[src/rtl/sdram_cmd_pkg.sv]
// shared constants, types and command coding for the bank legality pair
package sdram_cmd_pkg;

  localparam int BANKS = 4;
  localparam int BANK_W = 2;
  localparam int ADDR_W = 13;
  localparam int AUTO_PRECHARGE_BIT = 10;
  localparam int TIMER_W = 12;

  // timing in ns at the documented figures, mode access in cycles, clock at 20 MHz
  localparam int CLOCK_PERIOD_NS = 50;
  localparam int BANK_CYCLE_TIME_NS = 70;
  localparam int ROW_ACTIVE_MIN_NS = 50;
  localparam int ROW_ACTIVE_MAX_NS = 100000;
  localparam int ACT_TO_COL_NS = 20;
  localparam int BANK_TO_BANK_NS = 20;
  localparam int PRECHARGE_NS = 20;
  localparam int WRITE_RECOVERY_NS = 20;
  localparam int MODE_ACCESS_CYCLES = 2;

  // least times round up, longest times round down, never below one cycle
  function automatic int least_cycles(input int ns);
    int c;
    c = (ns + CLOCK_PERIOD_NS - 1) / CLOCK_PERIOD_NS;
    return (c < 1) ? 1 : c;
  endfunction

  function automatic int longest_cycles(input int ns);
    int c;
    c = ns / CLOCK_PERIOD_NS;
    return (c < 1) ? 1 : c;
  endfunction

  localparam int BANK_CYCLE_CYC = least_cycles(BANK_CYCLE_TIME_NS);
  localparam int ROW_ACTIVE_MIN_CYC = least_cycles(ROW_ACTIVE_MIN_NS);
  localparam int ROW_ACTIVE_MAX_CYC = longest_cycles(ROW_ACTIVE_MAX_NS);
  localparam int ACT_TO_COL_CYC = least_cycles(ACT_TO_COL_NS);
  localparam int BANK_TO_BANK_CYC = least_cycles(BANK_TO_BANK_NS);
  localparam int PRECHARGE_CYC = least_cycles(PRECHARGE_NS);
  localparam int WRITE_RECOVERY_CYC = least_cycles(WRITE_RECOVERY_NS);

  // a timer loaded with n-1 is busy for the n-1 cycles after the command
  function automatic logic [TIMER_W-1:0] timer_load(input int cycles);
    return TIMER_W'(cycles - 1);
  endfunction

  // per-bank timer kinds kept by the controller end
  localparam int TMR_KINDS = 5;
  localparam int K_COL = 0;
  localparam int K_RAS_MIN = 1;
  localparam int K_RAS_MAX = 2;
  localparam int K_WR = 3;
  localparam int K_PRE = 4;

  function automatic logic [TIMER_W-1:0] kind_load(input int k);
    case (k)
      K_COL: return timer_load(ACT_TO_COL_CYC);
      K_RAS_MIN: return timer_load(ROW_ACTIVE_MIN_CYC);
      K_RAS_MAX: return timer_load(ROW_ACTIVE_MAX_CYC);
      K_WR: return timer_load(WRITE_RECOVERY_CYC);
      default: return timer_load(PRECHARGE_CYC);
    endcase
  endfunction

  typedef enum logic [2:0] {
    bank_idle,
    bank_row_active,
    bank_precharging,
    bank_refreshing,
    bank_mode_access
  } bank_state_t;

  typedef enum logic [3:0] {
    cmd_deselect,
    cmd_nop,
    cmd_mode_set,
    cmd_refresh,
    cmd_precharge,
    cmd_activate,
    cmd_write,
    cmd_read,
    cmd_burst_stop
  } cmd_t;

  localparam bank_state_t BANK_STATE_RESET = bank_idle;
  localparam logic [3:0] PINS_RESET = 4'h7;
  localparam logic CKE_RESET = 1'b1;

  // pins are {cs_n, ras_n, cas_n, we_n}
  function automatic cmd_t decode_cmd(input logic [3:0] p);
    if (p[3])
      return cmd_deselect;
    case (p[2:0])
      3'h0: return cmd_mode_set;
      3'h1: return cmd_refresh;
      3'h2: return cmd_precharge;
      3'h3: return cmd_activate;
      3'h4: return cmd_write;
      3'h5: return cmd_read;
      3'h6: return cmd_burst_stop;
      default: return cmd_nop;
    endcase
  endfunction

  function automatic logic [3:0] encode_cmd(input cmd_t c);
    case (c)
      cmd_deselect: return 4'h8;
      cmd_mode_set: return 4'h0;
      cmd_refresh: return 4'h1;
      cmd_precharge: return 4'h2;
      cmd_activate: return 4'h3;
      cmd_write: return 4'h4;
      cmd_read: return 4'h5;
      cmd_burst_stop: return 4'h6;
      default: return 4'h7;
    endcase
  endfunction

endpackage

[src/rtl/sdram_cmd_if.sv]
// command pins between the memory controller and the device
`timescale 1ns/1ps
`default_nettype none
interface sdram_cmd_if;
  import sdram_cmd_pkg::*;
  logic cke;
  logic cs_n;
  logic ras_n;
  logic cas_n;
  logic we_n;
  logic [BANK_W-1:0] bank_select_field;
  logic [ADDR_W-1:0] addr;
  modport device_mp (
    input cke, cs_n, ras_n, cas_n, we_n, bank_select_field, addr
  );
  modport controller_mp (
    output cke, cs_n, ras_n, cas_n, we_n, bank_select_field, addr
  );
endinterface
`default_nettype wire

[src/rtl/cycle_timer.sv]
// loadable down counter giving busy and last-cycle flags
`timescale 1ns/1ps
`default_nettype none
module cycle_timer
  import sdram_cmd_pkg::*;
(
  // clock and reset
  input wire logic clock,
  input wire logic srst,
  // load
  input wire logic load,
  input wire logic [TIMER_W-1:0] load_val,
  // status
  output logic busy,
  output logic ending
);

  logic [TIMER_W-1:0] cnt_ff;
  logic [TIMER_W-1:0] nxt_cnt;

  assign nxt_cnt = load ? load_val : ((cnt_ff != '0) ? cnt_ff - TIMER_W'(1) : cnt_ff);
  assign busy = (cnt_ff != '0);
  assign ending = (cnt_ff <= TIMER_W'(1));

  always_ff @(posedge clock)
  begin
    if (srst)
      cnt_ff <= '0;
    else
      cnt_ff <= nxt_cnt;
  end

endmodule
`default_nettype wire

[src/rtl/sdram_bank_legality.sv]
// device end: bank state tracking and command legality judge
`timescale 1ns/1ps
`default_nettype none
module sdram_bank_legality
  import sdram_cmd_pkg::*;
(
  // clock and reset
  input wire logic clock,
  input wire logic srst,
  // command pins
  sdram_cmd_if.device_mp pins,
  // observed state
  output var bank_state_t bank_state_ff [BANKS],
  output logic illegal_ff,
  output logic auto_precharge_ff,
  output logic self_refresh_ff,
  output logic power_down_ff
);

  logic cke_prev_ff;
  cmd_t cmd;
  logic [BANK_W-1:0] sel_bank;
  bank_state_t sel_state;
  logic check_en;
  logic all_idle;
  logic illegal;
  logic legal;
  logic rrd_busy;
  logic rrd_load;
  logic ap_bit;
  logic enter_self;
  logic enter_down;
  bank_state_t nxt_state [BANKS];
  logic [BANKS-1:0] tmr_load;
  logic [BANKS-1:0] tmr_ending;
  logic [TIMER_W-1:0] tmr_val [BANKS];

  assign cmd = decode_cmd({pins.cs_n, pins.ras_n, pins.cas_n, pins.we_n});
  assign sel_bank = pins.bank_select_field;
  assign sel_state = bank_state_ff[sel_bank];
  assign ap_bit = pins.addr[AUTO_PRECHARGE_BIT];
  assign check_en = cke_prev_ff && !self_refresh_ff && !power_down_ff;

  always_comb
  begin
    all_idle = 1'b1;
    for (int b = 0; b < BANKS; b++)
    begin
      if (bank_state_ff[b] != bank_idle)
        all_idle = 1'b0;
    end
  end

  // legality of the command against the addressed bank, or against all banks for mode set and refresh
  always_comb
  begin
    illegal = 1'b0;
    case (cmd)
      cmd_mode_set, cmd_refresh:
        illegal = !all_idle;
      cmd_precharge:
        illegal = (sel_state == bank_refreshing) || (sel_state == bank_mode_access);
      cmd_activate:
        illegal = (sel_state != bank_idle) || rrd_busy;
      cmd_write, cmd_read, cmd_burst_stop:
        illegal = (sel_state != bank_row_active);
      default:
        illegal = 1'b0;
    endcase
  end

  assign legal = check_en && !illegal;
  assign rrd_load = legal && (cmd == cmd_activate);
  assign enter_self = legal && (cmd == cmd_refresh) && !pins.cke;
  assign enter_down = check_en && (cmd == cmd_deselect) && all_idle && !pins.cke;

  // next state of every bank
  always_comb
  begin
    for (int b = 0; b < BANKS; b++)
    begin
      nxt_state[b] = bank_state_ff[b];
      tmr_load[b] = 1'b0;
      tmr_val[b] = '0;
      if (legal && (cmd == cmd_mode_set))
      begin
        nxt_state[b] = bank_mode_access;
        tmr_load[b] = 1'b1;
        tmr_val[b] = timer_load(MODE_ACCESS_CYCLES);
      end
      else if (legal && (cmd == cmd_refresh) && pins.cke)
      begin
        nxt_state[b] = bank_refreshing;
        tmr_load[b] = 1'b1;
        tmr_val[b] = timer_load(BANK_CYCLE_CYC);
      end
      else if (legal && (BANK_W'(b) == sel_bank) && (cmd == cmd_activate))
      begin
        nxt_state[b] = bank_row_active;
      end
      else if (legal && (BANK_W'(b) == sel_bank) && (bank_state_ff[b] == bank_row_active)
               && ((cmd == cmd_precharge) || (((cmd == cmd_read) || (cmd == cmd_write)) && ap_bit)))
      begin
        nxt_state[b] = bank_precharging;
        tmr_load[b] = 1'b1;
        tmr_val[b] = timer_load(PRECHARGE_CYC);
      end
      else if (((bank_state_ff[b] == bank_refreshing) || (bank_state_ff[b] == bank_mode_access)
               || (bank_state_ff[b] == bank_precharging)) && tmr_ending[b])
      begin
        nxt_state[b] = bank_idle;
      end
    end
  end

  always_ff @(posedge clock)
  begin
    if (srst)
    begin
      for (int b = 0; b < BANKS; b++)
        bank_state_ff[b] <= BANK_STATE_RESET;
    end
    else
    begin
      for (int b = 0; b < BANKS; b++)
        bank_state_ff[b] <= nxt_state[b];
    end
  end

  always_ff @(posedge clock)
  begin
    if (srst)
    begin
      cke_prev_ff <= CKE_RESET;
      illegal_ff <= 1'b0;
    end
    else
    begin
      cke_prev_ff <= pins.cke;
      illegal_ff <= check_en && illegal;
    end
  end

  always_ff @(posedge clock)
  begin
    if (srst)
      auto_precharge_ff <= 1'b0;
    else if (legal && ((cmd == cmd_read) || (cmd == cmd_write)))
      auto_precharge_ff <= ap_bit;
  end

  always_ff @(posedge clock)
  begin
    if (srst)
      self_refresh_ff <= 1'b0;
    else if (enter_self)
      self_refresh_ff <= 1'b1;
    else if (pins.cke)
      self_refresh_ff <= 1'b0;
  end

  always_ff @(posedge clock)
  begin
    if (srst)
      power_down_ff <= 1'b0;
    else if (enter_down)
      power_down_ff <= 1'b1;
    else if (pins.cke)
      power_down_ff <= 1'b0;
  end

  // one timer per bank for the timed states
  for (genvar g = 0; g < BANKS; g++)
  begin : g_bank
    cycle_timer u_state_timer (
      .clock(clock),
      .srst(srst),
      .load(tmr_load[g]),
      .load_val(tmr_val[g]),
      .busy(),
      .ending(tmr_ending[g])
    );
  end

  // spacing between activates to any two banks
  cycle_timer u_rrd_timer (
    .clock(clock),
    .srst(srst),
    .load(rrd_load),
    .load_val(timer_load(BANK_TO_BANK_CYC)),
    .busy(rrd_busy),
    .ending()
  );

endmodule
`default_nettype wire

[src/flat_wrapper.sv]
// flat-port wrapper written by rule: the top's interface ports become plain ports
module sdram_bank_legality_flat import sdram_cmd_pkg::*;
  (clock, srst, bank_state_ff, illegal_ff, auto_precharge_ff, self_refresh_ff, power_down_ff, pins_cke, pins_cs_n, pins_ras_n, pins_cas_n, pins_we_n, pins_bank_select_field, pins_addr);
  sdram_cmd_if pins_i ();
  input wire logic clock;
  input wire logic srst;
  output var bank_state_t bank_state_ff[BANKS];
  output logic illegal_ff;
  output logic auto_precharge_ff;
  output logic self_refresh_ff;
  output logic power_down_ff;
  input wire logic [$bits(pins_i.cke)-1:0] pins_cke;
  input wire logic [$bits(pins_i.cs_n)-1:0] pins_cs_n;
  input wire logic [$bits(pins_i.ras_n)-1:0] pins_ras_n;
  input wire logic [$bits(pins_i.cas_n)-1:0] pins_cas_n;
  input wire logic [$bits(pins_i.we_n)-1:0] pins_we_n;
  input wire logic [$bits(pins_i.bank_select_field)-1:0] pins_bank_select_field;
  input wire logic [$bits(pins_i.addr)-1:0] pins_addr;
  assign pins_i.cke = pins_cke;
  assign pins_i.cs_n = pins_cs_n;
  assign pins_i.ras_n = pins_ras_n;
  assign pins_i.cas_n = pins_cas_n;
  assign pins_i.we_n = pins_we_n;
  assign pins_i.bank_select_field = pins_bank_select_field;
  assign pins_i.addr = pins_addr;
  sdram_bank_legality u_core (.clock(clock), .srst(srst), .pins(pins_i), .bank_state_ff(bank_state_ff), .illegal_ff(illegal_ff), .auto_precharge_ff(auto_precharge_ff), .self_refresh_ff(self_refresh_ff), .power_down_ff(power_down_ff));
endmodule
[config.mk]
export PLATFORM = sky130hd
export DESIGN_NAME = sdram_bank_legality_flat
export DESIGN_NICKNAME = d
export VERILOG_FILES = /design/src/rtl/sdram_cmd_pkg.sv /design/src/rtl/sdram_cmd_if.sv /design/src/rtl/cycle_timer.sv /design/src/rtl/sdram_bank_legality.sv /design/src/flat_wrapper.sv
export SDC_FILE = /design/constraint.sdc
export NUM_CORES = 1
export LEC_CHECK = 0
export BUFFER_PORTS_ARGS = -buffer_cell sky130_fd_sc_hd__buf_2
export CELL_PAD_IN_SITES_DETAIL_PLACEMENT = 1
export CELL_PAD_IN_SITES_GLOBAL_PLACEMENT = 1
export CORE_ASPECT_RATIO = 1.4
export CORE_MARGIN = 1.5
export CORE_UTILIZATION = 45
export CTS_CLUSTER_DIAMETER = 30
export DETAILED_ROUTE_END_ITERATION = 10
export PLACE_DENSITY_LB_ADDON = 0.1
export SLEW_MARGIN = 10
export SYNTH_ARGS = -nofsm -noshare
export SYNTH_HDL_FRONTEND = slang
export SYNTH_SLANG_ARGS = --single-unit
[constraint.sdc]
create_clock -name clock -period 2.7 [get_ports clock]
set_input_delay 0.405 -clock clock [delete_from_list [all_inputs] [get_ports clock]]
set_output_delay 0.405 -clock clock [all_outputs]
set_load 0.005 [all_outputs]
==> out/qor.csv, run 1 <==
stage,metric,value,unit
global_routing,top_usage_layer,met2,
worst_setup_path,r2r_cells,6,
synth,syn_avg_cell_area,8.60,um2
clock_tree,htree_levels,3,
global_routing,grtUsageMet2,0.446,
sta,fin_setup_tns,0,ns
synth,synth_fp_nets,502,
worst_setup_path,setup.worst_path.end_class,flip-flop,
final_layout,areaGrowthSynthToFinish,15.1,%
worst_setup_path,required,2.96,ns
synth,yosysTopAreaCell,dfxtp_1,
global_routing,grt_pass1_wl,18400,um
clock_tree,tritoncts,built,
die,die_h,115,um
pwr,max-vdd-ir-drop,0.504,mV
worst_setup_path,worstReg2RegStart,u_core.bank_state_ff[4],
synth,synth_edf_count,0,
global_routing,grt_pass1_vias,3918,
sta,rsz0062_at_grt,false,
routing,vias,3708,
die,die_area,9570,um2
min_path,hold_end,u_core.auto_precharge_ff,
min_path,hold_depth,3,
routing,ant_nets,0,
worst_setup_path,crit_slowest_cell,mux4_2,
die,start_util,0.467,
clock_tree,clockBufferDepth,2,
sta,finalSetupViolations,0,
worst_setup_path,criticalPathCategory,flip-flop to flip-flop,
global_routing,met1_usage,0.262,
synth,yosysWarnings,0,
place,dp_hpwl,7720,um
clock_tree,cts_buffers,9,
synth,synthDistinctLibCells,58,
synth,ys_ff_latch,77,
synth,synthArstFlopShare,0,
synth,synth_area_leaders,"dfxtp_1 (38%), nor2_1 (6.4%), a21oi_1 (4.2%)",
clock_tree,cts_resized,0,
routing,drt_iter0_markers,171,
worst_setup_path,worstPathMaxFanout,8,
place,gp_congestion,0.779,
clock_tree,cts-root-buf,clkbuf_16,
sta,fmax,0.410,GHz
place,dpl-instance-area,4360,um2
sta,worst_pin_slew,0.767,ns
routing,drc_errors,0,
run,max-cap-violations,0,
final_layout,n_antenna_cell,0,
min_path,min_from,pins_addr[10],
clock_tree,clk_pin_slew,0.06,ns
clock_tree,cts.sinks,77,
synth,ys_seq_area_frac,0.381,
sta,slew-limit-headroom,0.484,
synth,synthCells,470,
final_layout,layout_commonest_cell,dfxtp_1,
die,coreArea,8660,um2
routing,avgRoutedWirePerCell,17.4,um
worst_setup_path,path_common_cell,o2111ai_2,
sta,min_period,2.44,ns
min_path,hold_path.class,input port to flip-flop,
clock_tree,ctsHoldBuffers,0,
sta,fin_skew,0.00745,ns
sta,finalHoldViolCount,0,
global_routing,grt_max_degree,31,
synth,syn_area,4040,um2
clock_tree,postCtsSetupRepairBufs,0,
final_layout,layout_common_cells,"dfxtp_1 (77), nor2_1 (69), a21oi_1 (34)",
worst_setup_path,reg2reg_to,u_core.bank_state_ff[5],
sta,fin_crit_sh,0.904,
place,port_buffers,25,
final_layout,final_area,4650,um2
worst_setup_path,start_kind,flip-flop,
routing,first_pass_iters,4,
synth,synth_top_area_frac,0.381,
worst_setup_path,path_cells,"mux4_2, o2111ai_2, o2111ai_2, buf_4, or3_1, a21oi_1",
final_layout,fillers,1046,
global_routing,grtUsageMet3,0.0323,
die,ioPinCount,38,
die,rows,40,
global_routing,antenna_found_initial,0,
routing,totalWireLength,10800,um
synth,synthFlopType,dfxtp_1,
global_routing,grt_usage,0.238,
global_routing,grt_overflow_total,0,
die,dieWidth,83.1,um
run_status,status,completed,
routing,via_per_inst,6.00,
pwr,total_leakage_power,0.00181,uW
clock_tree,clk_latency,0.34,ns
sta,maxSlewViolCount,0,
final_layout,drive_gt1_frac,0.150,
worst_setup_path,crit_arrival,2.70,ns
final_layout,nets,541,
worst_setup_path,r2r_slack,0.26,ns
pwr,p_per_area,1170,nW/um2
worst_setup_path,slowest_delay,0.56,ns
## routing by layer
layer,share of wire,vias to the layer above
li1,-,1800
met1,0.42,1845
met2,0.54,42
met3,0.021,21
met4,0.025,0
met5,0,-
## cells in the mapped netlist (6+ instances only)
library cell	n
nand2b_1	8
xor2_1	15
inv_1	20
dfxtp_1	77
nor4_1	8
nor2_1	69
o31ai_1	9
clkbuf_1	7
o21ai_0	8
ha_1	10
a211oi_1	9
a21oi_1	34
xnor2_1	15
nor3_1	23
or4_1	15
buf_2	6
nand4_1	7
or3_1	14
nand2_1	23
nand3_1	8
## final cells by class
class / count / area, um2 / area share
Sequential cell: 77 / 1540 / 0.331
Clock inverter: 1 / 30.0 / 0.00645
Timing Repair Buffer: 44 / 268 / 0.0575
Tap cell: 105 / 131 / 0.0282
Clock buffer: 14 / 264 / 0.0567
Inverter: 20 / 75.1 / 0.0161
Multi-Input combinational cell: 357 / 2340 / 0.504
## metrics by stage
step | hold WS [ns] | total power [uW] | utilization | worst slack [ns] | cells
after CTS | 0.313 | 5500 | 0.537 | 0.258 | 618
final | 0.324 | 5430 | 0.537 | 0.260 | 618
after detailed placement | 0.471 | 4220 | 0.503 | 0.0217 | 603
after floorplan | 0.446 | 3650 | - | 0.249 | 470
after global placement | 0.459 | 4080 | 0.503 | 0.0943 | 603
after global routing | 0.330 | 5910 | 0.537 | 0.107 | 618
## worst max-delay path, delay by kind of cell, from the launching register on
kind,cells,cell delay [ns]
AOI/OAI and AO/OA,3,0.71
and+or+nand+nor,1,0.43
buffers and inverters,1,0.27
muxes,1,0.56
DFF,1,0.38
## cell families after synthesis
group,synth area share
buffers and inverters,0.0393
and+or+nand+nor,0.290
adders and majority gates,0.0309
xor gates and xnor gates,0.0650
DFF,0.381
muxes,0.0294
AOI/OAI and AO/OA,0.165
## how the worst max path moves through the flow
stage	from	to	depth (start not counted)
6_report	u_core.bank_state_ff[4]	u_core.bank_state_ff[5]	6
5_1_grt	u_core.g_bank[2].u_state_timer.cnt_ff[0]	u_core.g_bank[2].u_state_timer.cnt_ff[4]	8
4_1_cts	u_core.g_bank[2].u_state_timer.cnt_ff[0]	u_core.g_bank[2].u_state_timer.cnt_ff[4]	8
3_5_place_dp	pins_bank_select_field[0]	u_core.bank_state_ff[2]	7
3_3_place_gp	pins_bank_select_field[0]	u_core.bank_state_ff[6]	6
2_1_floorplan	u_core.g_bank[2].u_state_timer.cnt_ff[0]	u_core.g_bank[2].u_state_timer.cnt_ff[4]	9
## power by group
group	internal [uW]	switching (uW)	leakage, uW
Sequential	1460	324	0.000632
Combinational	1080	1350	0.00103
Clock	762	447	0.000143
## registers in the layout, indices dropped and copies added, names as in the netlist
name / flops
u_core.auto_precharge_ff: 1
u_core.self_refresh_ff: 1
u_core.bank_state_ff: 12
u_core.illegal_ff: 1
u_core.u_rrd_timer.cnt_ff: 12
u_core.power_down_ff: 1
u_core.g_bank.u_state_timer.cnt_ff: 48
u_core.cke_prev_ff: 1
No activity file was read; power rests on OpenSTA's default activity.
==> inputs of run 2 (changes only) <==
- PLACE_DENSITY: unset -> 0.87
- PLACE_DENSITY_LB_ADDON: 0.1 -> unset
==> run 2 against run 1 <==
Register-to-register slack got worse by 0.02 ns. Final cell count fell by 0.32%. Clock skew fell by 0.0023 ns. Utilization rose by 0.072 points. Non-clock buffer count fell by 2. Routed wire length rose by 1.8%. Critical path type unchanged. Largest power group unchanged.
==> out/qor.csv, run 2 (same netlist as run 1, synthesis figures left out) <==
stage,metric,value,unit
sta,fin_setup_tns,0,ns
final_layout,nets,539,
sta,rsz0062_at_grt,false,
worst_setup_path,start_kind,flip-flop,
global_routing,grt_usage,0.237,
routing,first_pass_iters,4,
clock_tree,tritoncts,built,
final_layout,layout_common_cells,"dfxtp_1 (77), nor2_1 (69), a21oi_1 (34)",
sta,min_period,2.46,ns
place,post-place-ws,0.0409,ns
worst_setup_path,r2r_cells,6,
clock_tree,clk_latency,0.34,ns
worst_setup_path,crit_arrival,2.72,ns
clock_tree,postCtsSetupRepairBufs,0,
clock_tree,clk_pin_slew,0.06,ns
worst_setup_path,cp_num_buf_inv,1,
worst_setup_path,path_common_cell,o2111ai_2,
worst_setup_path,criticalPathCategory,flip-flop to flip-flop,
global_routing,grt_max_degree,31,
sta,fmax,0.407,GHz
worst_setup_path,slowest_delay,0.54,ns
worst_setup_path,r2r_slack,0.24,ns
final_layout,drive_gt1_frac,0.151,
worst_setup_path,path_cells,"mux4_2, o2111ai_2, o2111ai_2, buf_4, or3_1, a21oi_1",
final_layout,largest-register,u_core.g_bank.u_state_timer.cnt_ff,
pwr,power_frac_seq,0.323,
clock_tree,cts_buffers,9,
pwr,pwr-share-comb,0.442,
pwr,internal-power,3370,uW
sta,finalHoldViolCount,0,
die,die_area,9570,um2
final_layout,fin_cells,616,
place,port_buffers,25,
clock_tree,cts_resized,0,
die,coreArea,8660,um2
clock_tree,cts.sinks,77,
routing,via_per_inst,6.04,
clock_tree,clockBufferDepth,2,
die,start_util,0.467,
final_layout,layout_commonest_cell,dfxtp_1,
global_routing,antenna_found_initial,0,
sta,fin_skew,0.00513,ns
place,gp_congestion,0.870,
run_status,status,completed,
global_routing,grt_pass1_vias,3844,
die,die_h,115,um
routing,totalWireLength,11000,um
worst_setup_path,cp_top_family,compound AO/OA/AOI/OAI gates,
run,max-cap-violations,0,
place,dpl-instance-area,4340,um2
die,rows,40,
worst_setup_path,required,2.96,ns
pwr,total_leakage_power,0.00180,uW
global_routing,grt_overflow_total,0,
min_path,hold_depth,2,
sta,slew-limit-headroom,0.385,
clock_tree,cts-root-buf,clkbuf_16,
sta,fin_crit_sh,0.911,
routing,drt_iter0_markers,195,
min_path,hold_path.class,input port to flip-flop,
routing,drc_errors,0,
routing,ant_nets,0,
clock_tree,ctsHoldBuffers,0,
worst_setup_path,crit_slowest_cell,mux4_2,
worst_setup_path,setup.worst_path.end_class,flip-flop,
routing,vias,3721,
pwr,netSwitchingPower,2160,uW
final_layout,n_antenna_cell,0,
final_layout,largest_reg_flops,48,
pwr,max-vdd-ir-drop,0.614,mV
final_layout,reg.largest.list,"u_core.g_bank.u_state_timer.cnt_ff x48, u_core.bank_state_ff x12, u_core.u_rrd_timer.cnt_ff x12",
pwr,p_clk_frac,0.235,
worst_setup_path,startpoint,u_core.bank_state_ff[10],
place,placed_cells,601,
min_path,min_from,pins_cke,
sta,fin_ws,0.241,ns
final_layout,final_area,4660,um2
sta,maxSlewViolCount,0,
final_layout,areaGrowthSynthToFinish,15.2,%
routing,avgRoutedWirePerCell,17.8,um
clock_tree,htree_levels,3,
pwr,p_sw_frac,0.390,
sta,worst_pin_slew,0.914,ns
pwr,p_per_area,1190,nW/um2
worst_setup_path,reg2reg_to,u_core.bank_state_ff[5],
die,ioPinCount,38,
global_routing,grt_pass1_wl,18400,um
min_path,hold_end,u_core.cke_prev_ff,
worst_setup_path,worstPathMaxFanout,9,
sta,finalSetupViolations,0,
worst_setup_path,worstReg2RegStart,u_core.bank_state_ff[10],
die,dieWidth,83.1,um
place,dp_hpwl,7690,um
run 2: through the flow:
stage | total power, uW | hold WS, ns | utilization
6_report | 5530 | 0.346 | 0.538
5_1_grt | 5970 | 0.343 | 0.538
4_1_cts | 5580 | 0.334 | 0.538
3_5_place_dp | 4210 | 0.481 | 0.502
3_3_place_gp | 4040 | 0.459 | 0.502
2_1_floorplan | 3650 | 0.446 | -
run 2: how the worst max path moves through the flow:
stage                                               end  slack (ns)  cells after the start
2_1_floorplan  u_core.g_bank[2].u_state_timer.cnt_ff[4]        0.25                      9
3_3_place_gp                   u_core.bank_state_ff[11]        0.09                      7
3_5_place_dp                    u_core.bank_state_ff[3]        0.04                      6
4_1_cts        u_core.g_bank[2].u_state_timer.cnt_ff[4]        0.25                      8
5_1_grt                         u_core.bank_state_ff[3]        0.11                      5
6_report                        u_core.bank_state_ff[5]        0.24                      6
run 2: routing by layer:
metal | global-route usage | share of wire | wire [um] | vias to the layer above
li1 | - | - | - | 1804
met1 | 0.266 | 0.41 | 4480 | 1814
met2 | 0.428 | 0.52 | 5710 | 76
met3 | 0.0438 | 0.040 | 440 | 27
met4 | 0.126 | 0.030 | 327 | 0
met5 | 0 | 0 | 0 | -
run 2: power by group through the flow:
| stage | registers, uW | logic (uW) | clock network (uW) |
|---|---|---|---|
| finish | 1790 | 2450 | 1300 |
| global route | 1840 | 2770 | 1360 |
| CTS | 1780 | 2470 | 1320 |
| detailed placement | 1800 | 2410 | 0 |
| global placement | 1770 | 2270 | 0 |
| floorplan | 1710 | 1940 | 0 |
run 2: final cells by class:
cell class | count | area, um2
fill | 1058 | 4000
multi-input combinational | 357 | 2340
sequential | 77 | 1540
timing repair buffer | 42 | 253
clock buffer | 11 | 243
tap | 105 | 131
inverter | 20 | 75.1
clock inverter | 4 | 72.6
==> inputs of run 3 (changes only) <==
- clock period: 2.7 -> 2.4 ns (I/O delays scaled with it)
==> run 3 against run 2 <==
Maximum frequency is 4.1% higher. Die area stayed put. Global-route usage is 2.5 points higher. First-iteration DRC count is 19% higher. Via count is 6.8% higher. Critical path depth is 2 higher. Worst hold slack worse by 0.061 ns. Worst setup slack worse by 0.20 ns. Sequential power is 13% higher. Final cell count is 3.7% higher. Flip-flop and latch count stayed put. Utilization is 2.6 points higher.
==> out/qor.csv, run 3 (same netlist as run 1, synthesis figures left out) <==
stage,metric,value,unit
sta,finalHoldViolCount,0,
die,coreArea,8660,um2
place,port_buffers,25,
pwr,total_power,6480,uW
die,start_util,0.467,
clock_tree,cts_buffers,9,
final_layout,areaGrowthSynthToFinish,20.8,%
final_layout,final_area,4890,um2
die,die_h,115,um
routing,totalWireLength,12600,um
final_layout,largest-register,u_core.g_bank.u_state_timer.cnt_ff,
global_routing,grt_max_degree,31,
routing,avgRoutedWirePerCell,19.6,um
worst_setup_path,slowest_delay,0.55,ns
pwr,p_sw_frac,0.408,
final_layout,drive_gt1_frac,0.212,
worst_setup_path,worstPathMaxFanout,16,
sta,slew-limit-headroom,0.465,
global_routing,grt_pass1_vias,4290,
worst_setup_path,criticalPathCategory,flip-flop to flip-flop,
final_layout,largest_reg_flops,48,
place,dp_hpwl,8290,um
routing,ant_nets,0,
worst_setup_path,crit_arrival,2.59,ns
die,ioPinCount,38,
run,max-cap-violations,0,
sta,worst_pin_slew,0.796,ns
worst_setup_path,crit_slowest_cell,or4b_4,
sta,fin_ws,0.0381,ns
pwr,total_leakage_power,0.00192,uW
place,dpl-instance-area,4530,um2
pwr,netSwitchingPower,2640,uW
pwr,p_clk_frac,0.208,
min_path,hold_path.class,input port to flip-flop,
global_routing,grt_usage,0.262,
worst_setup_path,start_kind,flip-flop,
pwr,internal-power,3840,uW
routing,via_per_inst,6.22,
sta,min_period,2.36,ns
clock_tree,tritoncts,built,
sta,fmax,0.423,GHz
place,placed_cells,622,
routing,first_pass_iters,5,
worst_setup_path,required,2.63,ns
pwr,power_frac_seq,0.311,
pwr,p_per_area,1330,nW/um2
place,gp_congestion,0.842,
sta,fin_crit_sh,0.984,
clock_tree,htree_levels,3,
final_layout,n_antenna_cell,0,
worst_setup_path,cp_top_family,simple AND/OR/NAND/NOR gates,
pwr,max-vdd-ir-drop,0.768,mV
final_layout,nets,561,
final_layout,fillers,1048,
clock_tree,clk_pin_slew,0.06,ns
clock_tree,clockBufferDepth,2,
routing,vias,3974,
routing,drt_iter0_markers,232,
worst_setup_path,path_common_cell,or4b_4,
place,post-place-ws,-0.144,ns
final_layout,fin_cells,639,
routing,drc_errors,0,
global_routing,grt_overflow_total,0,
final_layout,layout_commonest_cell,dfxtp_1,
global_routing,grt_pass1_wl,20100,um
die,die_area,9570,um2
die,rows,40,
global_routing,antenna_found_initial,0,
sta,maxSlewViolCount,0,
run_status,status,completed,
clock_tree,clk_latency,0.35,ns
final_layout,reg.largest.list,"u_core.g_bank.u_state_timer.cnt_ff x48, u_core.bank_state_ff x12, u_core.u_rrd_timer.cnt_ff x12",
die,dieWidth,83.1,um
sta,fin_skew,0.00887,ns
worst_setup_path,cp_num_buf_inv,2,
sta,finalSetupViolations,0,
clock_tree,cts.sinks,77,
worst_setup_path,path_cells,"inv_2, ha_4, or4b_4, or4b_4, a211oi_4, buf_12, or4_1, a21oi_2",
sta,whs,0.284,ns
worst_setup_path,setup.worst_path.end_class,flip-flop,
clock_tree,cts-root-buf,clkbuf_16,
final_layout,layout_common_cells,"dfxtp_1 (77), nor2_1 (69), buf_4 (38)",
pwr,pwr-share-comb,0.481,
## run 3: changes by cell type in the layout (fill, tap and decap cells not counted), moves of 2 or more
cell	before	now
buf_4	17	38
a211oi_2	0	2
clkbuf_8	1	4
bufinv_16	2	0
a211oi_1	9	7
or4b_4	1	3
inv_2	0	2
inv_1	20	18
or4b_1	3	1
## run 3: metrics by stage
stage / utilization / TNS [ns]
global placement: 0.524 / -0.273
detailed placement: 0.524 / -3.71
CTS: 0.558 / 0
finish: 0.564 / 0
global route: 0.564 / -0.197
floorplan: - / 0
## run 3: layout make-up
class	instances	area (um2)	share of cell area
clock buffers	13	280	0.0574
clock inverters	3	17.5	0.00359
inverters	20	75.1	0.0154
multi-input cells	357	2410	0.493
flip-flops and latches	77	1540	0.315
well taps	105	131	0.0269
repair buffers	64	430	0.0881
## run 3: worst paths after layout
check	start	to	slack [ns]	cells past startpoint
worst min register to register	u_core.g_bank[1].u_state_timer.cnt_ff[4]	u_core.g_bank[1].u_state_timer.cnt_ff[4]	0.47	2
worst min-delay path	pins_addr[10]	u_core.auto_precharge_ff	0.28	3
worst max-delay path	u_core.g_bank[2].u_state_timer.cnt_ff[0]	u_core.g_bank[2].u_state_timer.cnt_ff[9]	0.04	8
worst max register to register	u_core.g_bank[2].u_state_timer.cnt_ff[0]	u_core.g_bank[2].u_state_timer.cnt_ff[9]	0.04	8
## run 3: worst min-delay path, cell delays in order
cell and delay (ns):
buf_2 0.11, nand2_1 0.06, o41ai_1 0.06
## run 3: power by group through the flow
stage / logic (uW) / clock network, uW / registers (uW)
floorplan: 2240 / 0 / 1930
global placement: 2700 / 0 / 1990
detailed placement: 2900 / 0 / 2020
CTS: 3010 / 1370 / 2000
global route: 3470 / 1410 / 2070
finish: 3110 / 1350 / 2020
## run 3: layer usage
layer / wire, um / global-route usage / vias to the layer above
li1: - / - / 1852
met1: 4770 / 0.263 / 1923
met2: 6460 / 0.486 / 136
met3: 571 / 0.0531 / 63
met4: 745 / 0.182 / 0
met5: 0 / 0 / -
## run 3: timing repair
action	4_1_cts	5_1_grt
gates resized for setup	0	9
hold buffers	0	0
pin swaps	1	1
endpoints found under the setup margin	2	21
setup buffers	0	1
cloned	0	0
